### src/rtl/fnmc_pkg.sv
// Constants, register map and carrier types of the modulator control block.
// Assumes one 100 MHz system clock; serial pins sampled synchronously.
package fnmc_pkg;

    // ------------------------------------------------------------
    // Register map and fields
    // ------------------------------------------------------------
    localparam int FNMC_AW = 6;
    localparam int FNMC_DW = 24;
    localparam logic [5:0] FNMC_ADDR_VERSION = 6'h00;
    localparam logic [5:0] FNMC_ADDR_ENABLE = 6'h01;
    localparam logic [5:0] FNMC_ADDR_INT = 6'h03;
    localparam logic [5:0] FNMC_ADDR_FRAC = 6'h04;
    localparam logic [5:0] FNMC_ADDR_MOD = 6'h06;
    localparam logic [5:0] FNMC_ADDR_RANGE = 6'h08;
    localparam logic [5:0] FNMC_ADDR_EXACT = 6'h0c;
    localparam logic [5:0] FNMC_ADDR_GPO = 6'h0f;
    // Arbitrary version value
    localparam logic [23:0] FNMC_VERSION_CODE = 24'h0a5001;
    localparam logic [23:0] FNMC_RST_ENABLE = 24'h000001;
    localparam logic [23:0] FNMC_RST_INT = 24'h000014;
    localparam logic [23:0] FNMC_RST_MOD = 24'h000080;
    localparam logic [23:0] FNMC_RST_ZERO = 24'h000000;
    localparam int FNMC_EN_PIN_SEL = 0;
    localparam int FNMC_EN_SW = 1;
    localparam int FNMC_MOD_SEED_LSB = 0;
    localparam int FNMC_MOD_INTMODE = 7;
    localparam int FNMC_MOD_AUTOSEED = 8;
    localparam int FNMC_MOD_DSM_EN = 11;
    localparam int FNMC_RANGE_DIV2 = 19;
    localparam int FNMC_GPO_SEL = 0;
    localparam int FNMC_GPO_LEVEL = 5;
    localparam int FNMC_GPO_LEGACY_EN = 7;
    localparam int FNMC_INT_W = 16;
    localparam logic [15:0] FNMC_INT_FRAC_MIN = 16'h0014;
    localparam logic [23:0] FNMC_SEED0 = 24'h000000;
    localparam logic [23:0] FNMC_SEED1 = 24'h800000;
    localparam logic [23:0] FNMC_SEED2 = 24'h5a3c96;
    localparam logic [23:0] FNMC_SEED3 = 24'hb4d2e1;

    // ------------------------------------------------------------
    // Serial frame counts and timing
    // ------------------------------------------------------------
    localparam logic [5:0] FNMC_LEG_RW = 6'h01;
    localparam logic [5:0] FNMC_LEG_ADDR_LAST = 6'h07;
    localparam logic [5:0] FNMC_LEG_DATA_FIRST = 6'h08;
    localparam logic [5:0] FNMC_LEG_DATA_LAST = 6'h1f;
    localparam logic [5:0] FNMC_LEG_END = 6'h20;
    localparam logic [5:0] FNMC_OPEN_END = 6'h20;
    localparam int FNMC_POR_TIME_US = 250;
    localparam int FNMC_CLK_MHZ = 100;
    localparam int FNMC_POR_CYCLES = FNMC_POR_TIME_US * FNMC_CLK_MHZ;

    typedef enum logic [1:0] {
        FNMC_MODE_UNDECIDED,
        FNMC_MODE_LEGACY,
        FNMC_MODE_OPEN
    } fnmc_mode_e;

    typedef struct packed {
        logic [15:0] int_ratio;
        logic [23:0] frac_ratio;
        logic div2;
        logic frac_mode;
        logic int_ratio_ok;
    } fnmc_freq_s;

endpackage

### src/rtl/fnmc_ctrl.sv
// Fractional-N modulator control: serial register port, frequency words,
// phase accumulator with seeding, chip enable and shared output pin.
// Assumes serial pins are synchronous to clk_sys_in and far slower than it.
module fnmc_ctrl #(
    parameter int POR_CYCLES = fnmc_pkg::FNMC_POR_CYCLES
) (
    input wire logic clk_sys_in, // System clock, 100 MHz
    input wire logic srst_in, // Synchronous reset, high
    input wire logic serial_enable_in, // Serial frame enable
    input wire logic serial_clk_in, // Serial shift clock
    input wire logic serial_data_in, // Serial data in
    input wire logic [2:0] chip_addr_in, // Open-mode chip address
    input wire logic wide_addr_in, // Legacy decodes six address bits
    input wire logic chip_enable_pin_in, // Chip enable pin
    input wire logic lock_detect_in, // Lock detect level
    output fnmc_pkg::fnmc_freq_s freq_out, // Division words and modes
    output logic [23:0] exact_divisor_out, // Exact-frequency divisor
    output logic [23:0] phase_accumulator_out, // Modulator phase
    output logic modulator_carry_out, // Accumulator overflow
    output logic chip_enable_out, // Effective chip enable
    output logic lock_or_serial_out_pin_out, // Shared pin level
    output logic lock_or_serial_out_pin_oe_n_out, // Pin enable, low drives
    output fnmc_pkg::fnmc_mode_e serial_mode_out, // Chosen serial mode
    output logic por_done_out // Power-on delay elapsed
);
    import fnmc_pkg::*;

    fnmc_mode_e mode_reg, mode_next;
    logic sen_prev_reg, sclk_prev_reg;
    logic [5:0] cnt_reg, cnt_next;
    logic rw_reg, rw_next;
    logic [5:0] addr_reg, addr_next;
    logic [31:0] shin_reg, shin_next;
    logic [23:0] shout_reg, shout_next;
    logic rd_active_reg, rd_active_next;
    logic [4:0] rd_addr_reg, rd_addr_next;
    logic [23:0] enable_reg, enable_next, int_reg, int_next;
    logic [23:0] frac_reg, frac_next, mod_reg, mod_next;
    logic [23:0] range_reg, range_next, exact_reg, exact_next;
    logic [23:0] gpo_reg, gpo_next, pa_reg, pa_next;
    logic carry_reg, carry_next;
    logic [14:0] por_cnt_reg, por_cnt_next;
    logic por_done_reg, por_done_next;
    logic ce_reg, ce_next, pin_reg, pin_next, oe_n_reg, oe_n_next;
    fnmc_freq_s freq_reg, freq_next;
    logic sen_rise, sclk_rise, wr_en, frac_wr, frac_mode_now;
    logic [5:0] wr_addr, leg_addr;
    logic [23:0] wr_data;
    logic [24:0] pa_sum;

    function automatic logic [23:0] rd_mux(input logic [5:0] a,
                                           input logic [23:0] en,
                                           input logic [23:0] ir,
                                           input logic [23:0] fr,
                                           input logic [23:0] md,
                                           input logic [23:0] rg,
                                           input logic [23:0] ex,
                                           input logic [23:0] gp);
        case (a)
            FNMC_ADDR_VERSION: rd_mux = FNMC_VERSION_CODE;
            FNMC_ADDR_ENABLE: rd_mux = en;
            FNMC_ADDR_INT: rd_mux = ir;
            FNMC_ADDR_FRAC: rd_mux = fr;
            FNMC_ADDR_MOD: rd_mux = md;
            FNMC_ADDR_RANGE: rd_mux = rg;
            FNMC_ADDR_EXACT: rd_mux = ex;
            FNMC_ADDR_GPO: rd_mux = gp;
            default: rd_mux = FNMC_RST_ZERO;
        endcase
    endfunction

    function automatic logic [23:0] seed_of(input logic [1:0] s);
        case (s)
            2'h0: seed_of = FNMC_SEED0;
            2'h1: seed_of = FNMC_SEED1;
            2'h2: seed_of = FNMC_SEED2;
            default: seed_of = FNMC_SEED3;
        endcase
    endfunction

    // ------------------------------------------------------------
    // Serial port and register file
    // ------------------------------------------------------------
    // five-bit space unless wide legacy decode
    assign leg_addr = wide_addr_in ? addr_reg : {1'b0, addr_reg[4:0]};
    assign sen_rise = serial_enable_in & ~sen_prev_reg;
    assign sclk_rise = serial_clk_in & ~sclk_prev_reg;
    // modulator on and integer bit clear
    assign frac_mode_now = mod_reg[FNMC_MOD_DSM_EN] & ~mod_reg[FNMC_MOD_INTMODE];

    always_comb begin
        mode_next = mode_reg;
        cnt_next = cnt_reg;
        rw_next = rw_reg;
        addr_next = addr_reg;
        shin_next = shin_reg;
        shout_next = shout_reg;
        rd_active_next = rd_active_reg;
        rd_addr_next = rd_addr_reg;
        wr_en = 1'b0;
        wr_addr = addr_reg;
        wr_data = shin_reg[23:0];
        // first edge after the power-on delay fixes the serial mode
        if (mode_reg == FNMC_MODE_UNDECIDED && por_done_reg) begin
            if (sen_rise) begin
                mode_next = FNMC_MODE_LEGACY;
            end else if (sclk_rise) begin
                mode_next = FNMC_MODE_OPEN;
            end
        end
        if (mode_next == FNMC_MODE_LEGACY) begin
            if (sen_rise || !serial_enable_in) begin
                cnt_next = 6'h00;
                rd_active_next = 1'b0;
            end else if (sclk_rise && cnt_reg < FNMC_LEG_END) begin
                cnt_next = cnt_reg + 6'h01;
                if (cnt_next == FNMC_LEG_RW) begin
                    rw_next = serial_data_in;
                end else if (cnt_next <= FNMC_LEG_ADDR_LAST) begin
                    addr_next = {addr_reg[4:0], serial_data_in};
                end else begin
                    shin_next = {shin_reg[30:0], serial_data_in};
                end
                if (rw_reg && cnt_next == FNMC_LEG_DATA_FIRST) begin
                    shout_next = rd_mux(leg_addr, enable_reg, int_reg,
                        frac_reg, mod_reg, range_reg, exact_reg, gpo_reg);
                    rd_active_next = 1'b1;
                end else if (cnt_next == FNMC_LEG_END) begin
                    rd_active_next = 1'b0;
                end else if (rd_active_reg) begin
                    shout_next = {shout_reg[22:0], 1'b0};
                end
                if (!rw_reg && cnt_next == FNMC_LEG_DATA_LAST) begin
                    wr_en = 1'b1;
                    wr_addr = leg_addr;
                    wr_data = {shin_reg[22:0], serial_data_in};
                end
            end
        end else if (mode_next == FNMC_MODE_OPEN) begin
            if (sen_rise) begin
                cnt_next = 6'h00;
                rd_active_next = 1'b0;
                // Latch only frames carrying our chip address
                wr_en = (shin_reg[2:0] == chip_addr_in);
                wr_addr = {1'b0, shin_reg[7:3]};
                wr_data = shin_reg[31:8];
                // Register 0 in open mode picks the readback address
                if (wr_en && wr_addr == FNMC_ADDR_VERSION) begin
                    rd_addr_next = wr_data[4:0];
                end
            end else if (!serial_enable_in && sclk_rise) begin
                shin_next = {shin_reg[30:0], serial_data_in};
                if (cnt_reg < FNMC_OPEN_END) begin
                    cnt_next = cnt_reg + 6'h01;
                end
                if (cnt_reg == 6'h00) begin
                    shout_next = rd_mux({1'b0, rd_addr_reg}, enable_reg,
                        int_reg, frac_reg, mod_reg, range_reg, exact_reg,
                        gpo_reg);
                    rd_active_next = 1'b1;
                end else begin
                    shout_next = {shout_reg[22:0], 1'b0};
                end
            end
        end
    end

    always_comb begin
        enable_next = enable_reg;
        int_next = int_reg;
        frac_next = frac_reg;
        mod_next = mod_reg;
        range_next = range_reg;
        exact_next = exact_reg;
        gpo_next = gpo_reg;
        frac_wr = 1'b0;
        if (wr_en) begin
            case (wr_addr)
                FNMC_ADDR_ENABLE: enable_next = wr_data;
                FNMC_ADDR_INT: int_next = wr_data;
                FNMC_ADDR_FRAC: begin
                    frac_next = wr_data;
                    frac_wr = 1'b1;
                end
                FNMC_ADDR_MOD: mod_next = wr_data;
                FNMC_ADDR_RANGE: range_next = wr_data;
                FNMC_ADDR_EXACT: exact_next = wr_data;
                FNMC_ADDR_GPO: gpo_next = wr_data;
                default: ;
            endcase
        end
        por_cnt_next = por_cnt_reg;
        por_done_next = por_done_reg;
        if (!por_done_reg) begin
            por_cnt_next = por_cnt_reg + 15'h0001;
            if (por_cnt_reg == 15'(POR_CYCLES - 1)) begin
                por_done_next = 1'b1;
            end
        end
        freq_next.int_ratio = int_next[FNMC_INT_W-1:0];
        freq_next.frac_ratio = frac_next;
        freq_next.div2 = range_next[FNMC_RANGE_DIV2];
        freq_next.frac_mode = mod_next[FNMC_MOD_DSM_EN]
            & ~mod_next[FNMC_MOD_INTMODE];
        freq_next.int_ratio_ok = ~freq_next.frac_mode
            | (int_next[FNMC_INT_W-1:0] >= FNMC_INT_FRAC_MIN);
    end

    // ------------------------------------------------------------
    // Phase accumulator, enable and shared pin
    // ------------------------------------------------------------
    assign pa_sum = {1'b0, pa_reg} + {1'b0, frac_reg};

    always_comb begin
        pa_next = pa_reg;
        carry_next = 1'b0;
        // full 2^24 wrap, never a shortened modulus
        if (frac_mode_now) begin
            pa_next = pa_sum[23:0];
            carry_next = pa_sum[24];
        end
        if (frac_wr && mod_reg[FNMC_MOD_AUTOSEED]) begin
            pa_next = seed_of(mod_reg[FNMC_MOD_SEED_LSB+1:FNMC_MOD_SEED_LSB]);
        end
        ce_next = enable_reg[FNMC_EN_PIN_SEL] ? chip_enable_pin_in
            : enable_reg[FNMC_EN_SW];
        // pin shows readback, general output or lock
        oe_n_next = 1'b0;
        if (rd_active_reg) begin
            pin_next = shout_reg[23];
        end else if (mode_reg == FNMC_MODE_OPEN
                || (mode_reg == FNMC_MODE_LEGACY
                && gpo_reg[FNMC_GPO_LEGACY_EN])) begin
            pin_next = gpo_reg[FNMC_GPO_SEL] ? gpo_reg[FNMC_GPO_LEVEL]
                : lock_detect_in;
        end else begin
            pin_next = lock_detect_in;
        end
    end

    always_ff @(posedge clk_sys_in) begin
        if (srst_in || (por_done_next && !por_done_reg)) begin
            mode_reg <= FNMC_MODE_UNDECIDED;
            cnt_reg <= 6'h00;
            rw_reg <= 1'b0;
            addr_reg <= 6'h00;
            shin_reg <= 32'h00000000;
            shout_reg <= FNMC_RST_ZERO;
            rd_active_reg <= 1'b0;
            rd_addr_reg <= 5'h00;
            enable_reg <= FNMC_RST_ENABLE;
            int_reg <= FNMC_RST_INT;
            frac_reg <= FNMC_RST_ZERO;
            mod_reg <= FNMC_RST_MOD;
            range_reg <= FNMC_RST_ZERO;
            exact_reg <= FNMC_RST_ZERO;
            gpo_reg <= FNMC_RST_ZERO;
            pa_reg <= FNMC_RST_ZERO;
            carry_reg <= 1'b0;
            freq_reg <= '{int_ratio: FNMC_RST_INT[15:0], default: 1'b0};
            freq_reg.int_ratio_ok <= 1'b1;
        end else begin
            mode_reg <= mode_next;
            cnt_reg <= cnt_next;
            rw_reg <= rw_next;
            addr_reg <= addr_next;
            shin_reg <= shin_next;
            shout_reg <= shout_next;
            rd_active_reg <= rd_active_next;
            rd_addr_reg <= rd_addr_next;
            enable_reg <= enable_next;
            int_reg <= int_next;
            frac_reg <= frac_next;
            mod_reg <= mod_next;
            range_reg <= range_next;
            exact_reg <= exact_next;
            gpo_reg <= gpo_next;
            pa_reg <= pa_next;
            carry_reg <= carry_next;
            freq_reg <= freq_next;
        end
        if (srst_in) begin
            por_cnt_reg <= 15'h0000;
            por_done_reg <= 1'b0;
            sen_prev_reg <= 1'b0;
            sclk_prev_reg <= 1'b0;
            ce_reg <= 1'b0;
            pin_reg <= 1'b0;
            oe_n_reg <= 1'b1;
        end else begin
            por_cnt_reg <= por_cnt_next;
            por_done_reg <= por_done_next;
            sen_prev_reg <= serial_enable_in;
            sclk_prev_reg <= serial_clk_in;
            ce_reg <= ce_next;
            pin_reg <= pin_next;
            oe_n_reg <= oe_n_next;
        end
    end

    assign freq_out = freq_reg;
    assign exact_divisor_out = exact_reg;
    assign phase_accumulator_out = pa_reg;
    assign modulator_carry_out = carry_reg;
    assign chip_enable_out = ce_reg;
    assign lock_or_serial_out_pin_out = pin_reg;
    assign lock_or_serial_out_pin_oe_n_out = oe_n_reg;
    assign serial_mode_out = mode_reg;
    assign por_done_out = por_done_reg;
endmodule

### config.mk
export PLATFORM = sky130hd
export DESIGN_NAME = fnmc_ctrl
export DESIGN_NICKNAME = d
export VERILOG_FILES = /design/src/rtl/fnmc_pkg.sv /design/src/rtl/fnmc_ctrl.sv
export SDC_FILE = /design/constraint.sdc
export NUM_CORES = 1
export LEC_CHECK = 0
export BUFFER_PORTS_ARGS = -buffer_cell sky130_fd_sc_hd__buf_2
export CORE_MARGIN = 2
export CORE_UTILIZATION = 60
export DETAILED_ROUTE_END_ITERATION = 12
export GPL_TIMING_DRIVEN = 0
export MAX_ROUTING_LAYER = met4
export PLACE_DENSITY = 0.79
export SYNTH_ARGS = -nofsm -noshare
export SYNTH_HDL_FRONTEND = slang
export SYNTH_SLANG_ARGS = --single-unit
### constraint.sdc
create_clock -name clk_sys_in -period 5.42 [get_ports clk_sys_in]
set_clock_uncertainty 0.1 [all_clocks]
set_input_delay 1.355 -clock clk_sys_in [delete_from_list [all_inputs] [get_ports clk_sys_in]]
set_output_delay 1.355 -clock clk_sys_in [all_outputs]
set_load 0.02 [all_outputs]
==> results summary <==
The run finished with clean final reports. The number of CTS-inserted buffers came out at 31. The synthesized area per cell came out at roughly 8 sq um. The synthesized netlist net count is ~1900. The H-tree level count is 1. The number of flip-flops in the largest register came out at 32. The area enclosed by the die boundary came out at ~26000 sq um. Across the run, the number of max-cap violations was 0. Yosys mapped a number of flops with a built-in enable equal to 0. The master cell of the clock root buffer is sky130_fd_sc_hd__clkbuf_16. The area added between synthesis and finish is 13.4%.

At the pin with the least slew margin, the transition time is approximately 1300 ps. After synthesis, the largest family of logic cells by area is compound AO/OA/AOI/OAI gates. In the synthesized netlist the dominant register cell turns out to be sky130_fd_sc_hd__dfxtp_1. The number of global-route vias before repair came out at around 14000. Of the total synthesized cell area, the portion taken by AND, OR, NAND and NOR gates is ~18%. Power spread over the standard cell area amounts to 258 nW/um^2. The clock network fraction of design power came out at about half. The unique cell type count in the Yosys netlist is 69. The worst IR drop on VDD is roughly 0.00037 V. The number of top-level pins came out at 109. The register bit total from synthesis came out at 293.

The total overflow left after global routing is 0. The count of final setup violators is 0. The internal power of the cells totals approximately 3.4 mW. Measured along the x axis, the die boundary spans about 160 um. Of all flip-flops after synthesis, the portion carrying an async set or reset was 0%. The height of the die is between 150 and 200 um. The most frequent standard cell in the layout excluding fill and tap cells is sky130_fd_sc_hd__dfxtp_1. The count of endpoints failing hold in the final timing report is 0. The minimum clock period after layout is approximately 5200 ps. The post-route DRC violation count is 0. Once detailed placement completed, the half-perimeter wirelength came to 41100 um. The worst path uses 95.5% of the clock period.

The switching power total is 0.960 mW. The family with the most delay on the worst path is simple AND/OR/NAND/NOR gates. Dividing the detail-routed via count by the number of cells gives approximately 6.7.

At the end of routability-driven placement, the weighted congestion stood at approximately 1.1. After Yosys synthesis, full adders, half adders and majority gates account for 2.75% of the synthesized area. The quantity of I/O buffers inserted on ports came out at roughly 110. The routed length per placed instance came out at approximately 24 um. For this run, the top clock speed supported by timing is slightly below 0.2 GHz. Of the cells placed in the final design, the portion with a size suffix greater than 1 is 11.5%.

The number of warning messages in the yosys log is 0. The cell area after placement is about 16000 sq um. The part of the total power dissipated in sequential elements came out at ~50%. Measured against the total synthesized area, the mux share comes to under 10%.

The remaining antenna violation count came out at 0. Of the total synthesized cell area, the portion taken by XOR and XNOR cells is 2.31%. The number of DRC markers after the initial detailed-route iteration came out at 1978. The core area is around 24000 sq um. The path class of the lowest-slack min-delay path is reg2reg. At the end of the flow, the number of nets in the layout was between 2000 and 2500. The worst setup slack after layout is roughly 250 ps. The first-pass GRT wire length is 83600 um. The post-synthesis sequential area ratio is ~40%.

The clock passes through at most 3 buffers. After clock tree synthesis, the flow added hold-fix buffers numbering 0. The final hold slack came out at around 360 ps.

In the layout the commonest cells are sky130_fd_sc_hd__dfxtp_1, sky130_fd_sc_hd__nor2_1, sky130_fd_sc_hd__a211oi_1, sky130_fd_sc_hd__a21oi_1, sky130_fd_sc_hd__nand2_1. The sum of buffers and inverters on the critical path is 3. On the critical path, the stage with the largest delay is an instance of sky130_fd_sc_hd__a21oi_1.

The signal arrival time at the worst endpoint came out at between 5000 and 6000 ps. The repair_antennas step left the layout with diodes totalling 0. The final non-filler cell area came out at about 17000 sq um. Entering global routing, the biggest net connects 15 pins. Measured on the finished design, the core utilization comes to ~69%.

The clock insertion delay at the later pin of the skew report is around 570 ps. The net switching share of the total power came out at approximately 22%. Headroom to the max-slew limit came out at under 10%.

The critical path goes through buf_2 > nor2b_1 > nor3_1 > a21oi_1 > ha_1 > or4bb_1 > or2_1 > a2111oi_4 > buf_4 > nor2_2 > buf_6 > a21oi_1 > nand4_1 > nor4_1 > a21oi_1 > nand2b_1. The final-report max-slew violation count was 0. The number of sinks handled by clock tree synthesis came out at a little under 300. Global routing used roughly 43% of the available tracks across all layers. The worst setup path is of the in2reg kind. The synthesized instance count is ~1800.

In this run the cell area of the synthesized design comes to 14800 sq um. For this block, the routed nets add up to approximately 55000 um of wire. The highest net fanout along the worst path is 10. The number of antenna violations at the first check in global routing is 0. After floorplanning, the core was divided into 57 placement rows. The post-place setup slack is -483 ps. The stage delay of the slowest cell on the critical path is 940 ps.

The element type at the critical path start is a primary input. The initial utilization of the core area, before any placement, comes to slightly above 60%. STA classifies the critical path endpoint as a flop.

The via count of the routed design is between 15000 and 20000. By instance count, the cell type seen most on the critical path is sky130_fd_sc_hd__a21oi_1. For the worst setup path, the data required time is about 5800 ps. Clock-pin slew was measured on the worst setup and hold paths at 60 ps.

The combinational power share came out at 1.9%. TritonCTS built the clock tree. Setup repair after global routing left no endpoint under its margin. The share of the synthesized area in compound gates (AO/OA/AOI/OAI) is 28.6%.

In this run the static leakage power is just under 6 nW. The completed layout was analyzed and its total power is 4.33 mW. The number of search-and-repair iterations in the first detailed-routing pass came out at 7.
power by group through the flow:
stage               sequential [mW]  clock [mW]  combinational (mW)
floorplan                      2.21           0              0.0421
global placement               2.21           0              0.0758
detailed placement             2.21           0              0.0772
CTS                            2.16        2.09              0.0772
global route                   2.16        2.17              0.0838
finish                         2.16        2.09              0.0804
metrics by stage:
step | cells | TNS [ps]
after floorplan | 1814 | 0
after global placement | 2246 | -11680
after detailed placement | 2246 | -21360
after CTS | 2301 | 0
after global routing | 2306 | 0
final | 2306 | 0
tightest hold or removal path, cell delays in order, from the launching register on:
cell	delay (ps)
sky130_fd_sc_hd__dfxtp_1	310
sky130_fd_sc_hd__nand2_1	50
sky130_fd_sc_hd__a21oi_1	50
timing repair:
action,in CTS,in global routing
setup endpoints to repair,0,49
gates resized for setup,0,7
buffers inserted,0,3
hold endpoints to repair,0,0
per-layer routing:
metal  wire length, um  up-vias  global-route usage, %
met2             23200     1056                   62.3
met3              7140      225                   10.8
met1             21900     7162                   56.1
met5                 0        -                      -
met4              2660        0                   17.5
li1                  -     6943                      -
logic make-up after synthesis:
group                      Yosys count
adders and majority gates           32
and+or+nand+nor                    594
DFF                                293
buffers and inverters              181
AOI/OAI and AO/OA                  619
muxes                               56
xor gates and xnor gates            39
final cells by class:
cell class	count	area, sq um
clock inverters	9	106
multi-input cells	1340	8170
clock buffers	46	872
flip-flops and latches	293	5870
inverters	22	82.6
fillers	2014	7450
repair buffers	113	576
plain buffers	159	721
well taps	324	405
path summary, 6_finish.rpt:
check	cells past startpoint	start	slack, ps	endpoint
setup / recovery	16	serial_enable_in	250	freq_out[0]$_SDFF_PP1_
hold / removal	2	shin_reg[31]$_SDFFE_PP0P_	360	shin_reg[31]$_SDFFE_PP0P_
setup reg to reg	16	por_done_out$_SDFF_PP0_	830	gpo_reg[21]$_SDFFE_PP0P_
hold reg to reg	2	shin_reg[31]$_SDFFE_PP0P_	360	shin_reg[31]$_SDFFE_PP0P_
synthesized netlist by cell type (7+ instances only):
cell type                  number  area (sq um)
sky130_fd_sc_hd__nor4_1        11          68.8
sky130_fd_sc_hd__a22oi_1       76           571
sky130_fd_sc_hd__a21oi_1      159           796
sky130_fd_sc_hd__buf_4         22           165
sky130_fd_sc_hd__xor2_1        24           210
sky130_fd_sc_hd__nor2_1       288          1080
sky130_fd_sc_hd__o21ai_0       53           265
sky130_fd_sc_hd__a211oi_1     195          1460
sky130_fd_sc_hd__nor3_1        24           120
sky130_fd_sc_hd__a31oi_1       23           144
sky130_fd_sc_hd__nand3_1       42           210
sky130_fd_sc_hd__ha_1          31           388
sky130_fd_sc_hd__nand2b_1      19           119
sky130_fd_sc_hd__nand4_1        8          50.1
sky130_fd_sc_hd__inv_1         22          82.6
sky130_fd_sc_hd__a22o_1        24           210
sky130_fd_sc_hd__buf_2         25           125
sky130_fd_sc_hd__mux2i_1       55           551
sky130_fd_sc_hd__nand2_1      149           559
sky130_fd_sc_hd__a21o_1         7          52.6
sky130_fd_sc_hd__dfxtp_1      293          5870
sky130_fd_sc_hd__and3_1         7          43.8
sky130_fd_sc_hd__clkbuf_1     104           390
sky130_fd_sc_hd__o22ai_1        7          43.8
sky130_fd_sc_hd__a221oi_1      42           368
sky130_fd_sc_hd__xnor2_1       15           131
sky130_fd_sc_hd__nor2b_1       11          68.8
sky130_fd_sc_hd__nor3b_1        7          52.6
Power figures use the tool's default switching activity.
